--- config.mk ---
export PLATFORM = sky130hd
export DESIGN_NAME = rtc_timekeeper
export DESIGN_NICKNAME = d
export VERILOG_FILES = /design/src/rtc_pkg.sv /design/src/rtc_timekeeper.sv
export VERILOG_INCLUDE_DIRS = /design/src
export SDC_FILE = /design/constraint.sdc
export NUM_CORES = 1
export LEC_CHECK = 0
export BUFFER_PORTS_ARGS = -buffer_cell sky130_fd_sc_hd__buf_2
export CORE_ASPECT_RATIO = 1.1
export CORE_MARGIN = 8
export CORE_UTILIZATION = 56
export DETAILED_ROUTE_END_ITERATION = 12
export GPL_ROUTABILITY_DRIVEN = 0
export PLACE_DENSITY = 0.78
export SYNTH_ARGS = -nofsm -noshare
export SYNTH_HDL_FRONTEND = slang
export SYNTH_SLANG_ARGS = --single-unit
export TNS_END_PERCENT = 5
--- constraint.sdc ---
create_clock -name I_CORE_CLK -period 3.27 [get_ports I_CORE_CLK]
set_input_delay 0.327 -clock I_CORE_CLK [delete_from_list [all_inputs] [get_ports I_CORE_CLK]]
set_output_delay 0.327 -clock I_CORE_CLK [all_outputs]
set_load 0.01 [all_outputs]
--- src/rtc_regs.svh ---
// Offsets, field positions, reset values and counts of the time bytes.
// Assumes it is included by its bare name wherever these are needed.
`ifndef RTC_REGS_SVH
`define RTC_REGS_SVH
// Byte offsets reached through the serial pointer.
`define RTC_OFS_SUBSEC 4'h0
`define RTC_OFS_SEC 4'h1
`define RTC_OFS_MIN 4'h2
`define RTC_OFS_HOUR 4'h3
`define RTC_OFS_WDAY 4'h4
`define RTC_OFS_COUNT 4'h5
// Field positions.
`define RTC_POS_HALT 7
`define RTC_POS_FAIL_IE 7
`define RTC_POS_RATE_HI 7
`define RTC_POS_RATE_LO 4
// Reset values of the counters and control bits.
`define RTC_RST_SUBSEC 8'h00
`define RTC_RST_SEC 7'h00
`define RTC_RST_MIN 7'h00
`define RTC_RST_HOUR 6'h00
`define RTC_RST_WDAY 3'h1
`define RTC_RST_HALT 1'b0
`define RTC_RST_RATE 4'h0
// Last BCD value of each counter, minutes sharing the seconds one, and the weekday wrap value.
`define RTC_TOP_SUBSEC 8'h99
`define RTC_TOP_SEC 8'h59
`define RTC_TOP_HOUR 8'h23
`define RTC_TOP_WDAY 8'h07
`define RTC_LOW_WDAY 8'h01
// Crystal edges per hundredth, less one (328 - 1).
`define RTC_XTAL_DIV_LAST 9'h147
// Serial slave address; the value is arbitrary.
`define RTC_SLAVE_ADDR 7'h51
`endif

--- src/rtc_pkg.sv ---
// Types shared by the timekeeping block.
// Assumes nothing of its surroundings.
package rtc_pkg;
  // Phase of the serial slave.
  typedef enum logic [2:0] {ST_IDLE, ST_ADDR, ST_PTR, ST_WR, ST_RD}
    i2c_state_t;
endpackage : rtc_pkg

--- src/rtc_timekeeper.sv ---
// Sub-second to weekday counters with their serial slave port.
// Assumes rtc_pkg is compiled first and the SDA wire is open drain.
`timescale 1ns/1ps
`default_nettype none
`include "rtc_regs.svh"

// What this block does
// - Hundredths tick is crystal divided by 328.
// - Clock-byte write clears divider and sub-seconds.
// - Sub-seconds hold BCD tenths and hundredths.
// - Halt bit stops the crystal divider.
// - Seconds and minutes count BCD 0 to 59.
// - Fail interrupt only when its enable set.
// - Hours count BCD 0 to 23.
// - Rate select zero disables square wave.
// - Weekday counts 1 to 7.
// - Access with pointer below 08h freezes the transfer bytes.
// - Written bytes commit at pointer 08h or STOP.
module rtc_timekeeper
(
  // Core clock and reset.
  input wire logic I_CORE_CLK,
  input wire logic I_RST,
  // Crystal clock and crystal fail detector.
  input wire logic I_XTAL_CLK,
  input wire logic I_XTAL_FAIL,
  // Two-wire serial port; SDA is open drain.
  input wire logic I_SCL,
  input wire logic I_SDA,
  output logic O_SDA_OUT,
  output logic O_SDA_OE,
  // Interrupt and square wave control.
  output logic O_XTAL_FAIL_IRQ,
  output logic [3:0] O_SQUARE_WAVE_RATE_SELECT,
  output logic O_SQUARE_WAVE_OUTPUT_EN
);

  // --------------------------------------------------
  // Declarations
  // --------------------------------------------------
  logic [3:0] meta_r; // First synchroniser stage.
  logic [3:0] sync_r; // Second stage: xtal, fail, scl, sda.
  logic [2:0] last_r; // Previous xtal, scl, sda.
  logic xtal_tick; // Rising crystal edge.
  logic scl_rise; // Rising SCL.
  logic scl_fall; // Falling SCL.
  logic start_det; // START seen.
  logic stop_det; // STOP seen.
  logic [8:0] div_r; // Crystal divider chain.
  logic hund_tick; // One hundredth elapsed.
  logic [7:0] sub_r; // Tenths and hundredths.
  logic [6:0] sec_r; // Seconds.
  logic [6:0] min_r; // Minutes.
  logic [5:0] hour_r; // Hours.
  logic [2:0] wday_r; // Weekday.
  logic halt_r; // Crystal halt.
  logic fail_ie_r; // Crystal fail interrupt enable.
  logic [3:0] rate_r; // Square wave rate select.
  logic rate_en_r; // Square wave output enabled.
  logic [7:0] sub_nxt; // Counter next values.
  logic [7:0] sec_nxt;
  logic [7:0] min_nxt;
  logic [7:0] hour_nxt;
  logic [7:0] wday_nxt;
  rtc_pkg::i2c_state_t state_r; // Serial phase.
  logic [3:0] cnt_r; // Bit count, 8 is the ack bit.
  logic [7:0] shift_r; // Received bits.
  logic rw_r; // Read requested.
  logic [3:0] ptr_r; // Address pointer.
  logic access_r; // Between START and STOP.
  logic [7:0] rx_byte; // Byte completed this cycle.
  logic byte_done; // Eighth data bit taken.
  logic wr_en; // Clock byte written.
  logic freeze; // Transfer bytes held.
  logic dirty_r; // Written bytes wait to commit.
  logic commit; // Copy transfer bytes to counters.
  logic [7:0] xfer_r [0:4]; // Transfer bytes.
  logic [7:0] rd_byte; // Byte at the pointer.
  logic sda_oe_r; // Drives SDA low.
  logic irq_r; // Fail interrupt.

  // Next BCD value, wrapping from top to low.
  function automatic logic [7:0] bcd_next
  (
    input logic [7:0] v,
    input logic [7:0] top,
    input logic [7:0] low
  );
    if (v == top)
      bcd_next = low;
    else if (v[3:0] == 4'h9)
      bcd_next = {v[7:4] + 4'h1, 4'h0};
    else
      bcd_next = v + 8'h01;
  endfunction : bcd_next

  // --------------------------------------------------
  // Pin synchronisers and edge detection
  // --------------------------------------------------
  // Every pin passes two flops; edges look only at the second.
  always_ff @(posedge I_CORE_CLK or posedge I_RST)
    if (I_RST)
    begin
      meta_r <= 4'h3;
      sync_r <= 4'h3;
      last_r <= 3'h3;
    end
    else
    begin
      meta_r <= {I_XTAL_CLK, I_XTAL_FAIL, I_SCL, I_SDA};
      sync_r <= meta_r;
      last_r <= {sync_r[3], sync_r[1], sync_r[0]};
    end

  assign xtal_tick = sync_r[3] & ~last_r[2];
  assign scl_rise = sync_r[1] & ~last_r[1];
  assign scl_fall = ~sync_r[1] & last_r[1];
  // SDA may only move while SCL is high to frame a transfer.
  assign start_det = sync_r[1] & last_r[1] & last_r[0] & ~sync_r[0];
  assign stop_det = sync_r[1] & last_r[1] & ~last_r[0] & sync_r[0];

  // --------------------------------------------------
  // Divider chain
  // --------------------------------------------------
  assign hund_tick = xtal_tick & ~halt_r & (div_r == `RTC_XTAL_DIV_LAST);

  // Counts crystal edges; held while halted and cleared on commit.
  always_ff @(posedge I_CORE_CLK or posedge I_RST)
    if (I_RST)
      div_r <= 9'h000;
    else if (commit)
      div_r <= 9'h000;
    else if (xtal_tick && !halt_r)
      div_r <= hund_tick ? 9'h000 : div_r + 9'h001;

  // --------------------------------------------------
  // Time counters
  // --------------------------------------------------
  always_comb
  begin
    sub_nxt = bcd_next(sub_r, `RTC_TOP_SUBSEC, 8'h00);
    sec_nxt = bcd_next({1'b0, sec_r}, `RTC_TOP_SEC, 8'h00);
    min_nxt = bcd_next({1'b0, min_r}, `RTC_TOP_SEC, 8'h00);
    hour_nxt = bcd_next({2'b00, hour_r}, `RTC_TOP_HOUR, 8'h00);
    wday_nxt = bcd_next({5'h00, wday_r}, `RTC_TOP_WDAY, `RTC_LOW_WDAY);
  end

  // Each wrap carries into the next counter up.
  always_ff @(posedge I_CORE_CLK or posedge I_RST)
    if (I_RST)
    begin
      sub_r <= `RTC_RST_SUBSEC;
      sec_r <= `RTC_RST_SEC;
      min_r <= `RTC_RST_MIN;
      hour_r <= `RTC_RST_HOUR;
      wday_r <= `RTC_RST_WDAY;
    end
    else if (commit)
    begin
      // Sub-seconds restart from zero whatever was written.
      sub_r <= 8'h00;
      sec_r <= xfer_r[1][6:0];
      min_r <= xfer_r[2][6:0];
      hour_r <= xfer_r[3][5:0];
      wday_r <= xfer_r[4][2:0];
    end
    else if (hund_tick)
    begin
      sub_r <= sub_nxt;
      if (sub_r == `RTC_TOP_SUBSEC)
      begin
        sec_r <= sec_nxt[6:0];
        if ({1'b0, sec_r} == `RTC_TOP_SEC)
        begin
          min_r <= min_nxt[6:0];
          if ({1'b0, min_r} == `RTC_TOP_SEC)
          begin
            hour_r <= hour_nxt[5:0];
            if ({2'b00, hour_r} == `RTC_TOP_HOUR)
              wday_r <= wday_nxt[2:0];
          end
        end
      end
    end

  // Control bits that share the time bytes; they also wait for commit.
  always_ff @(posedge I_CORE_CLK or posedge I_RST)
    if (I_RST)
    begin
      halt_r <= `RTC_RST_HALT;
      fail_ie_r <= 1'b0;
      rate_r <= `RTC_RST_RATE;
      rate_en_r <= 1'b0;
    end
    else if (commit)
    begin
      halt_r <= xfer_r[1][`RTC_POS_HALT];
      fail_ie_r <= xfer_r[2][`RTC_POS_FAIL_IE];
      rate_r <= xfer_r[4][`RTC_POS_RATE_HI:`RTC_POS_RATE_LO];
      rate_en_r <= |xfer_r[4][`RTC_POS_RATE_HI:`RTC_POS_RATE_LO];
    end

  // --------------------------------------------------
  // Serial slave
  // --------------------------------------------------
  assign byte_done = scl_rise & (cnt_r == 4'h7);
  assign rx_byte = {shift_r[6:0], sync_r[0]};
  assign wr_en = byte_done & (state_r == rtc_pkg::ST_WR) & ~ptr_r[3];

  // Bits are taken on rising SCL; bit 8 of each byte is the ack.
  always_ff @(posedge I_CORE_CLK or posedge I_RST)
    if (I_RST)
    begin
      state_r <= rtc_pkg::ST_IDLE;
      cnt_r <= 4'h0;
      shift_r <= 8'h00;
      rw_r <= 1'b0;
      ptr_r <= 4'h0;
      access_r <= 1'b0;
    end
    else if (start_det)
    begin
      // A repeated START keeps the pointer and pending writes.
      state_r <= rtc_pkg::ST_ADDR;
      cnt_r <= 4'h0;
      access_r <= 1'b1;
    end
    else if (stop_det)
    begin
      state_r <= rtc_pkg::ST_IDLE;
      access_r <= 1'b0;
    end
    else if (scl_rise && state_r != rtc_pkg::ST_IDLE)
    begin
      if (cnt_r != 4'h8)
      begin
        shift_r <= rx_byte;
        cnt_r <= cnt_r + 4'h1;
        if (cnt_r == 4'h7)
        begin
          case (state_r)
            rtc_pkg::ST_ADDR:
              // A foreign address drops out without an ack.
              if (rx_byte[7:1] != `RTC_SLAVE_ADDR)
                state_r <= rtc_pkg::ST_IDLE;
              else
                rw_r <= rx_byte[0];
            rtc_pkg::ST_PTR:
              ptr_r <= rx_byte[3:0];
            rtc_pkg::ST_WR:
              ptr_r <= ptr_r + 4'h1;
            default:
              ;
          endcase
        end
      end
      else
      begin
        cnt_r <= 4'h0;
        case (state_r)
          rtc_pkg::ST_ADDR:
            state_r <= rw_r ? rtc_pkg::ST_RD : rtc_pkg::ST_PTR;
          rtc_pkg::ST_PTR:
            state_r <= rtc_pkg::ST_WR;
          rtc_pkg::ST_RD:
          begin
            // The master's nack ends the read.
            ptr_r <= ptr_r + 4'h1;
            if (sync_r[0])
              state_r <= rtc_pkg::ST_IDLE;
          end
          default:
            ;
        endcase
      end
    end

  // SDA changes only while SCL is low, so it never fakes a frame.
  always_ff @(posedge I_CORE_CLK or posedge I_RST)
    if (I_RST)
      sda_oe_r <= 1'b0;
    else if (start_det || stop_det)
      sda_oe_r <= 1'b0;
    else if (scl_fall)
    begin
      case (state_r)
        rtc_pkg::ST_ADDR, rtc_pkg::ST_PTR, rtc_pkg::ST_WR:
          sda_oe_r <= (cnt_r == 4'h8);
        rtc_pkg::ST_RD:
          sda_oe_r <= (cnt_r != 4'h8) & ~rd_byte[~cnt_r[2:0]];
        default:
          sda_oe_r <= 1'b0;
      endcase
    end

  // --------------------------------------------------
  // Transfer bytes
  // --------------------------------------------------
  // Held while a clock address is in use during an access.
  assign freeze = access_r & ~ptr_r[3];
  // Commit once the pointer leaves the clock range or on STOP.
  assign commit = dirty_r & (stop_det | ptr_r[3]);

  // Any clock byte written, even one not held here, restarts time.
  always_ff @(posedge I_CORE_CLK or posedge I_RST)
    if (I_RST)
      dirty_r <= 1'b0;
    else if (wr_en)
      dirty_r <= 1'b1;
    else if (commit)
      dirty_r <= 1'b0;

  // Tracks the counters unless frozen or holding unsent writes.
  always_ff @(posedge I_CORE_CLK or posedge I_RST)
    if (I_RST)
    begin
      for (int i = 0; i < 5; i++)
        xfer_r[i] <= 8'h00;
    end
    else if (wr_en)
    begin
      if (ptr_r < `RTC_OFS_COUNT)
        xfer_r[ptr_r[2:0]] <= rx_byte;
    end
    else if (!freeze && !dirty_r)
    begin
      xfer_r[0] <= sub_r;
      xfer_r[1] <= {halt_r, sec_r};
      xfer_r[2] <= {fail_ie_r, min_r};
      xfer_r[3] <= {2'b00, hour_r};
      xfer_r[4] <= {rate_r, 1'b0, wday_r};
    end

  // Offsets outside the held bytes read as zero.
  always_comb
  begin
    if (ptr_r < `RTC_OFS_COUNT)
      rd_byte = xfer_r[ptr_r[2:0]];
    else
      rd_byte = 8'h00;
  end

  // --------------------------------------------------
  // Outputs
  // --------------------------------------------------
  // The fail detector lives outside; this only gates its level.
  always_ff @(posedge I_CORE_CLK or posedge I_RST)
    if (I_RST)
      irq_r <= 1'b0;
    else
      irq_r <= sync_r[2] & fail_ie_r;

  assign O_SDA_OUT = 1'b0;
  assign O_SDA_OE = sda_oe_r;
  assign O_XTAL_FAIL_IRQ = irq_r;
  assign O_SQUARE_WAVE_RATE_SELECT = rate_r;
  assign O_SQUARE_WAVE_OUTPUT_EN = rate_en_r;
endmodule : rtc_timekeeper
`default_nettype wire

==> impl_metrics.yaml, run 1 <==
floorplanning:
  start_util_pct: 57.7
  die_h_microns: 130
  io_pins: 14
  core_area_sq_um: 11500
  die_x_microns: 120
  num_rows: 41
  die_area_sq_um: 15600
route:
  initialDrtViolationCount: 536
  vias: 5841
  vias_per_cell: 6.52
  remaining_drc_errors: 0
  wire_per_inst_microns: 19.6
  dr.pass1.iters: 6
  ant_nets: 0
  drt_wl_total_mm: 17.6
timing:
  rsz0062_at_grt: "false"
  whs_ns: 0.00386
  fin_crit_sh_pct: 85.1
  drv_slew: 0
  fmax_mhz: 359
  maxSlewHeadroom_pct: 30.9
  tns_ns: 0
  final-hold-violation-count: 0
  tightest_slew_ns: 1.03
  fin_crit_ns: 2.78
  skew_ns: 0.00620
  finalSetupViolCount: 0
clocking:
  cts.path.max_buffers: 2
  cts_sinks: 121
  clk_latency_ns: 0.43
  cts_buffers: 17
  cts_hold_buf: 2
  path_clk_slew_ns: 0.06
  h-tree-depth: 4
  post_cts_buffers: 0
  cts_tree: "built"
  cts_root_buffer: "clkbuf_16"
  cts.repair.resized: 0
global_route:
  grt_pass1_vias: 5673
  grt_max_degree: 52
  grt_pass1_wl_mm: 28.7
  antenna_found_initial: 0
  gr-total-overflow: 0
  grt_usage_pct: 23.2
synthesis:
  synth-async-reset-ratio_pct: 100
  synth_seq_cells: 121
  synth_seq_area_share_pct: 45.6
  ys_warn_count: 0
  synth_area_sq_um: 6660
  synth_cell_types: 75
  syn_nets: 754
  synth_largest_area_cell: "dfrtp_1"
  synth_top_area_share_pct: 42.8
  synth_enable_flop_cells: 0
  synth_top_flop_cell: "dfrtp_1"
  avgSynthCellArea_sq_um: 9.15
  synth_area_leaders: "dfrtp_1 43%, nand2_1 7.4%, ha_1 3.8%"
  synthCells: 728
power_and_ir_drop:
  peakVddDrop_v: 0.000599
  p_per_area_nw_per_um2: 574
  leakagePower_nw: 3.42
setup_path:
  cp-end-kind: "flip-flop"
  crit_fanout: 15
  crit_arrival_ns: 3.03
  cp_data_required_time_ns: 3.52
  crit_start: "cnt_r[0]"
  start_kind: "flip-flop"
  path_class: "flip-flop to flip-flop"
  r2r-start: "cnt_r[0]"
placement:
  hpwl_mm: 11.8
  portBuffers: 12
finish:
  layout-drive-gt1-share_pct: 12.5
  nets: 759
  final_util_pct: 65.1
  antenna_cells: 0
  syn_to_final_growth_pct: 12.9
outcome:
  status: "finished, final reports clean"
worst_hold_path:
  hold_path_class: "input port to async pin"
flow_run:
  drv_cap: 0
## cells in the final DEF (no fill, tap or decap), drive strengths merged, types with 3 or more instances in the layout
cell,count
and2,6
nand3b,9
xor2,4
or3,12
and3,21
bufinv,5
nor3b,6
a22oi,33
o31ai,3
inv,19
nand4,5
clkinvlp,5
nor2b,3
nand2b,3
dlygate4sd3,3
a21oi,41
nor4,9
dfstp,7
nor2,55
nand2,132
clkbuf,21
o311ai,5
buf,22
a41oi,3
nor3,15
dfrtp,114
mux2,13
a31oi,11
nand3,21
mux2i,12
and3b,4
a311oi,3
a21o,4
o21ai,45
nand4b,3
xnor2,4
ha,20
## Yosys cell counts (3+ instances only)
master	n
nor2b_1	3
buf_2	14
or3_1	11
dfrtp_1	114
a21o_1	4
a41oi_1	3
xor2_1	4
and2_1	6
nand4_1	5
nand3_1	21
mux2_2	13
mux2i_1	12
o21ai_0	43
a311oi_1	3
and3_1	21
ha_1	20
nor2_1	53
xnor2_1	4
dfstp_2	7
buf_1	4
o311ai_0	5
clkbuf_1	17
a21oi_1	40
nor3_1	13
nand2_1	132
nor3b_1	6
nand3b_1	7
and3b_1	4
nand4b_1	3
inv_1	20
a31oi_1	11
a22oi_1	33
nand2b_1	3
o31ai_1	3
nor4_1	9
## per-stage QoR
stage / total power (W) / instance area [sq um] / worst slack (ns) / cells
after global routing: 0.00444 / 7520 / 0.233 / 896
after floorplan: 0.00204 / 6660 / 1.01 / 728
final: 0.00431 / 7520 / 0.486 / 896
after global placement: 0.00219 / 6830 / 0.725 / 861
after detailed placement: 0.00222 / 6830 / 0.595 / 861
after CTS: 0.00431 / 7510 / 0.497 / 895
## flip-flops by register name, summed over array words and instances (netlist names), 4 cells and up
register                   flops
meta_r                         4
xfer_r                        40
hour_r                         6
shift_r                        7
O_SQUARE_WAVE_RATE_SELECT      4
ptr_r                          4
cnt_r                          4
sec_r                          7
sync_r                         4
div_r                          9
min_r                          7
sub_r                          8
## logic make-up (layout without fill, tap and decap cells)
logic type               count (synthesis)  after routing  synth area share (%)
adder cells (fa/ha/maj)                 20             20                  3.76
flip-flops                             121            121                  45.6
other                                    1              1                0.0563
buffers and inverters                   59             77                  3.79
multiplexers                            27             27                  4.68
AND/OR/NAND/NOR                        315            315                  23.6
AO/OA/AOI/OAI                          177            177                  17.5
XOR/XNOR                                 8              8                  1.05
## layer usage
layer,vias to the layer above,global-route usage [%],wire (microns)
met1,2908,28.8,7310
met2,246,38.3,8550
met3,45,5.62,1300
li1,2642,-,-
met4,0,10.1,410
met5,-,0,0
## critical path, stage by stage, from the launching register on
cell and delay (ns):
dfrtp_1 0.56, ha_1 0.29, nand3b_2 0.15, o31ai_1 0.31, a21oi_2 0.23, a31oi_1 0.81
o21ai_0 0.26
## area by class of cell
type | count | area (sq um)
Inverter | 20 | 78.8
Clock inverter | 11 | 194
Fill cell | 908 | 4030
Timing Repair Buffer | 25 | 178
Sequential cell | 121 | 3040
Clock buffer | 21 | 460
Tap cell | 150 | 188
Multi-Input combinational cell | 548 | 3380
## worst paths after layout
| path | to | cells past startpoint | slack (ns) |
|---|---|---|---|
| worst max register to register | xfer_r[4] | 6 | 0.49 |
| worst min-delay path | sec_r[2] | 2 | 0.004 |
| worst max-delay path | xfer_r[4] | 6 | 0.49 |
| max in group asynchronous | wday_r[0] | 3 | 2.43 |
| worst min register to register | sync_r[3] | 0 | 0.35 |
| min in group I_CORE_CLK | meta_r[3] | 1 | 0.02 |
## where the power goes
group	switching, W	internal [W]	leakage (nW)
Combinational	0.000236	0.000160	1.48
Sequential	0.000242	0.00159	1.63
Clock	0.000694	0.00139	0.306
Total	0.00117	0.00314	3.42
No activity file was read; power rests on OpenSTA's default activity.
==> inputs of run 2 (changes only) <==
- CELL_PAD_IN_SITES_DETAIL_PLACEMENT: unset -> 1
- CELL_PAD_IN_SITES_GLOBAL_PLACEMENT: unset -> 2
- CORE_UTILIZATION: 56 -> 36
==> run 2 against run 1 <==
Sequential power is essentially flat. Cell area increased by 1.3%. Die area is 48% higher. Clock power is 6% lower. Setup slack improved by 0.20 ns. Via count is 2.0% lower. Non-clock buffer count increased by 3. Final cell count rose by 11%. Maximum frequency rose by 7.6%. Worst hold slack got worse by 0.0036 ns. Utilization decreased by 23 points. Routed wire length is 19% higher. Critical path type unchanged. Critical endpoint is now xfer_r[27].
==> impl_metrics.yaml, run 2 (synthesized netlist as in run 1, its figures left out) <==
finish:
  final_cell_mix: "132 x nand2_1, 114 x dfrtp_1, 53 x nor2_1, 43 x o21ai_0, 40 x a21oi_1"
  layout-drive-gt1-share_pct: 13.0
  layoutNonFillerInstCount: 992
  top_regs: "xfer_r: 40 flops, div_r: 9 flops, sub_r: 8 flops"
  antenna_cells: 0
  regMostFlops: "xfer_r"
  nets: 762
  final_cell_area_sq_um: 7620
  layout_commonest_cell: "nand2_1"
  syn_to_final_growth_pct: 14.4
  largest_register_ffs: 40
clocking:
  cts_root_buffer: "clkbuf_16"
  post_cts_buffers: 0
  cts.repair.resized: 0
  cts_tree: "built"
  cts_buffers: 17
  h-tree-depth: 4
  cts_sinks: 121
  cts.path.max_buffers: 2
  path_clk_slew_ns: 0.05
  clk_latency_ns: 0.43
floorplanning:
  start_util_pct: 36.4
  core_area_sq_um: 18300
  die_h_microns: 159
  die_area_sq_um: 23100
  die_x_microns: 146
  num_rows: 52
  io_pins: 14
route:
  wl_met2_mm: 10.7
  vias_per_cell: 5.77
  remaining_drc_errors: 0
  vias: 5725
  drt_wl_total_mm: 20.8
  wire_per_inst_microns: 21.0
  dr.pass1.iters: 4
  ant_nets: 0
  wl_met3_microns: 774
  initialDrtViolationCount: 380
  wl_met1_mm: 8.86
  highest_layer: "met4"
timing:
  drv_slew: 0
  tns_ns: 0
  maxSlewHeadroom_pct: 35.7
  fin_crit_sh_pct: 79.1
  final-hold-violation-count: 0
  rsz0062_at_grt: "false"
  skew_ns: 0.0199
  whs_ns: 0.000240
  tightest_slew_ns: 0.957
  finalSetupViolCount: 0
  fmax_mhz: 386
  fin_crit_ns: 2.59
setup_path:
  crit_fanout: 12
  cp-end-kind: "flip-flop"
  cp_data_required_time_ns: 3.57
  path_class: "flip-flop to flip-flop"
  crit_arrival_ns: 2.89
  start_kind: "flip-flop"
global_route:
  grt_max_degree: 122
  grt_usage_pct: 18.7
  grt_pass1_vias: 6061
  gr-total-overflow: 0
  antenna_found_initial: 0
  grt_pass1_wl_mm: 33.8
power_and_ir_drop:
  power_w: 0.00420
  power_switching_w: 0.00119
  p_per_area_nw_per_um2: 552
  leakagePower_nw: 3.42
  p_int_w: 0.00301
  peakVddDrop_v: 0.000392
  p_comb_share_pct: 9.8
  seqPwrFrac_pct: 43.7
  switching_share_pct: 28.4
  clkPwrFrac_pct: 46.5
flow_run:
  drv_cap: 0
placement:
  hpwl_mm: 14.7
  dp.cells: 957
  portBuffers: 12
  place_area_sq_um: 6970
worst_hold_path:
  hold_path_class: "input port to async pin"
outcome:
  status: "finished, final reports clean"
==> run 2: critical path, cell delays in order, from the launching register on <==
cell	delay (ns)
dfrtp_1	0.59
ha_1	0.28
nand3b_2	0.15
or4_1	0.70
nor3_4	0.48
nor2_4	0.11
nand2_1	0.10
nand2_1	0.06
==> run 2: through the flow <==
step | worst slack, ns | util, %
floorplan | 1.01 | -
global placement | 0.753 | 38.1
detailed placement | 0.697 | 38.1
CTS | 0.684 | 41.7
global route | 0.492 | 41.7
finish | 0.682 | 41.7
==> run 2: layer usage <==
layer	track usage [%]	up-vias
li1	-	2642
met1	21.9	2936
met2	33.3	111
met3	3.58	36
met4	7.64	0
met5	0	-
==> run 2: power groups by stage <==
stage,Clock [W],Combinational [W],Sequential (W)
2_1_floorplan,0,0.000342,0.00170
3_3_place_gp,0,0.000387,0.00185
3_5_place_dp,0,0.000407,0.00185
4_1_cts,0.00199,0.000415,0.00183
5_1_grt,0.00206,0.000453,0.00185
6_report,0.00196,0.000410,0.00184
==> run 2: layout make-up <==
cell class / instances / area [sq um]
Fill cell: 2100 / 10700
Multi-Input combinational cell: 548 / 3380
Sequential cell: 121 / 3040
Clock buffer: 21 / 470
Tap cell: 243 / 304
Timing Repair Buffer: 28 / 200
Clock inverter: 11 / 144
Inverter: 20 / 78.8
==> run 2: what timing repair did <==
item                       in CTS  in global routing
hold endpoints to repair        3                  0
hold buffers                    3                  0
setup endpoints to repair       0                  0
==> run 2: worst paths after layout <==
kind	slack (ns)	depth (start not counted)	end	startpoint
min reg2reg	0.35	0	sync_r[2]	meta_r[2]
max in group asynchronous	2.62	3	wday_r[2]	I_RST
min	0.0002	3	xfer_r[10]	I_RST
min in group I_CORE_CLK	0.02	1	meta_r[1]	I_SCL
max reg2reg	0.68	7	xfer_r[27]	cnt_r[0]
max	0.68	7	xfer_r[27]	cnt_r[0]
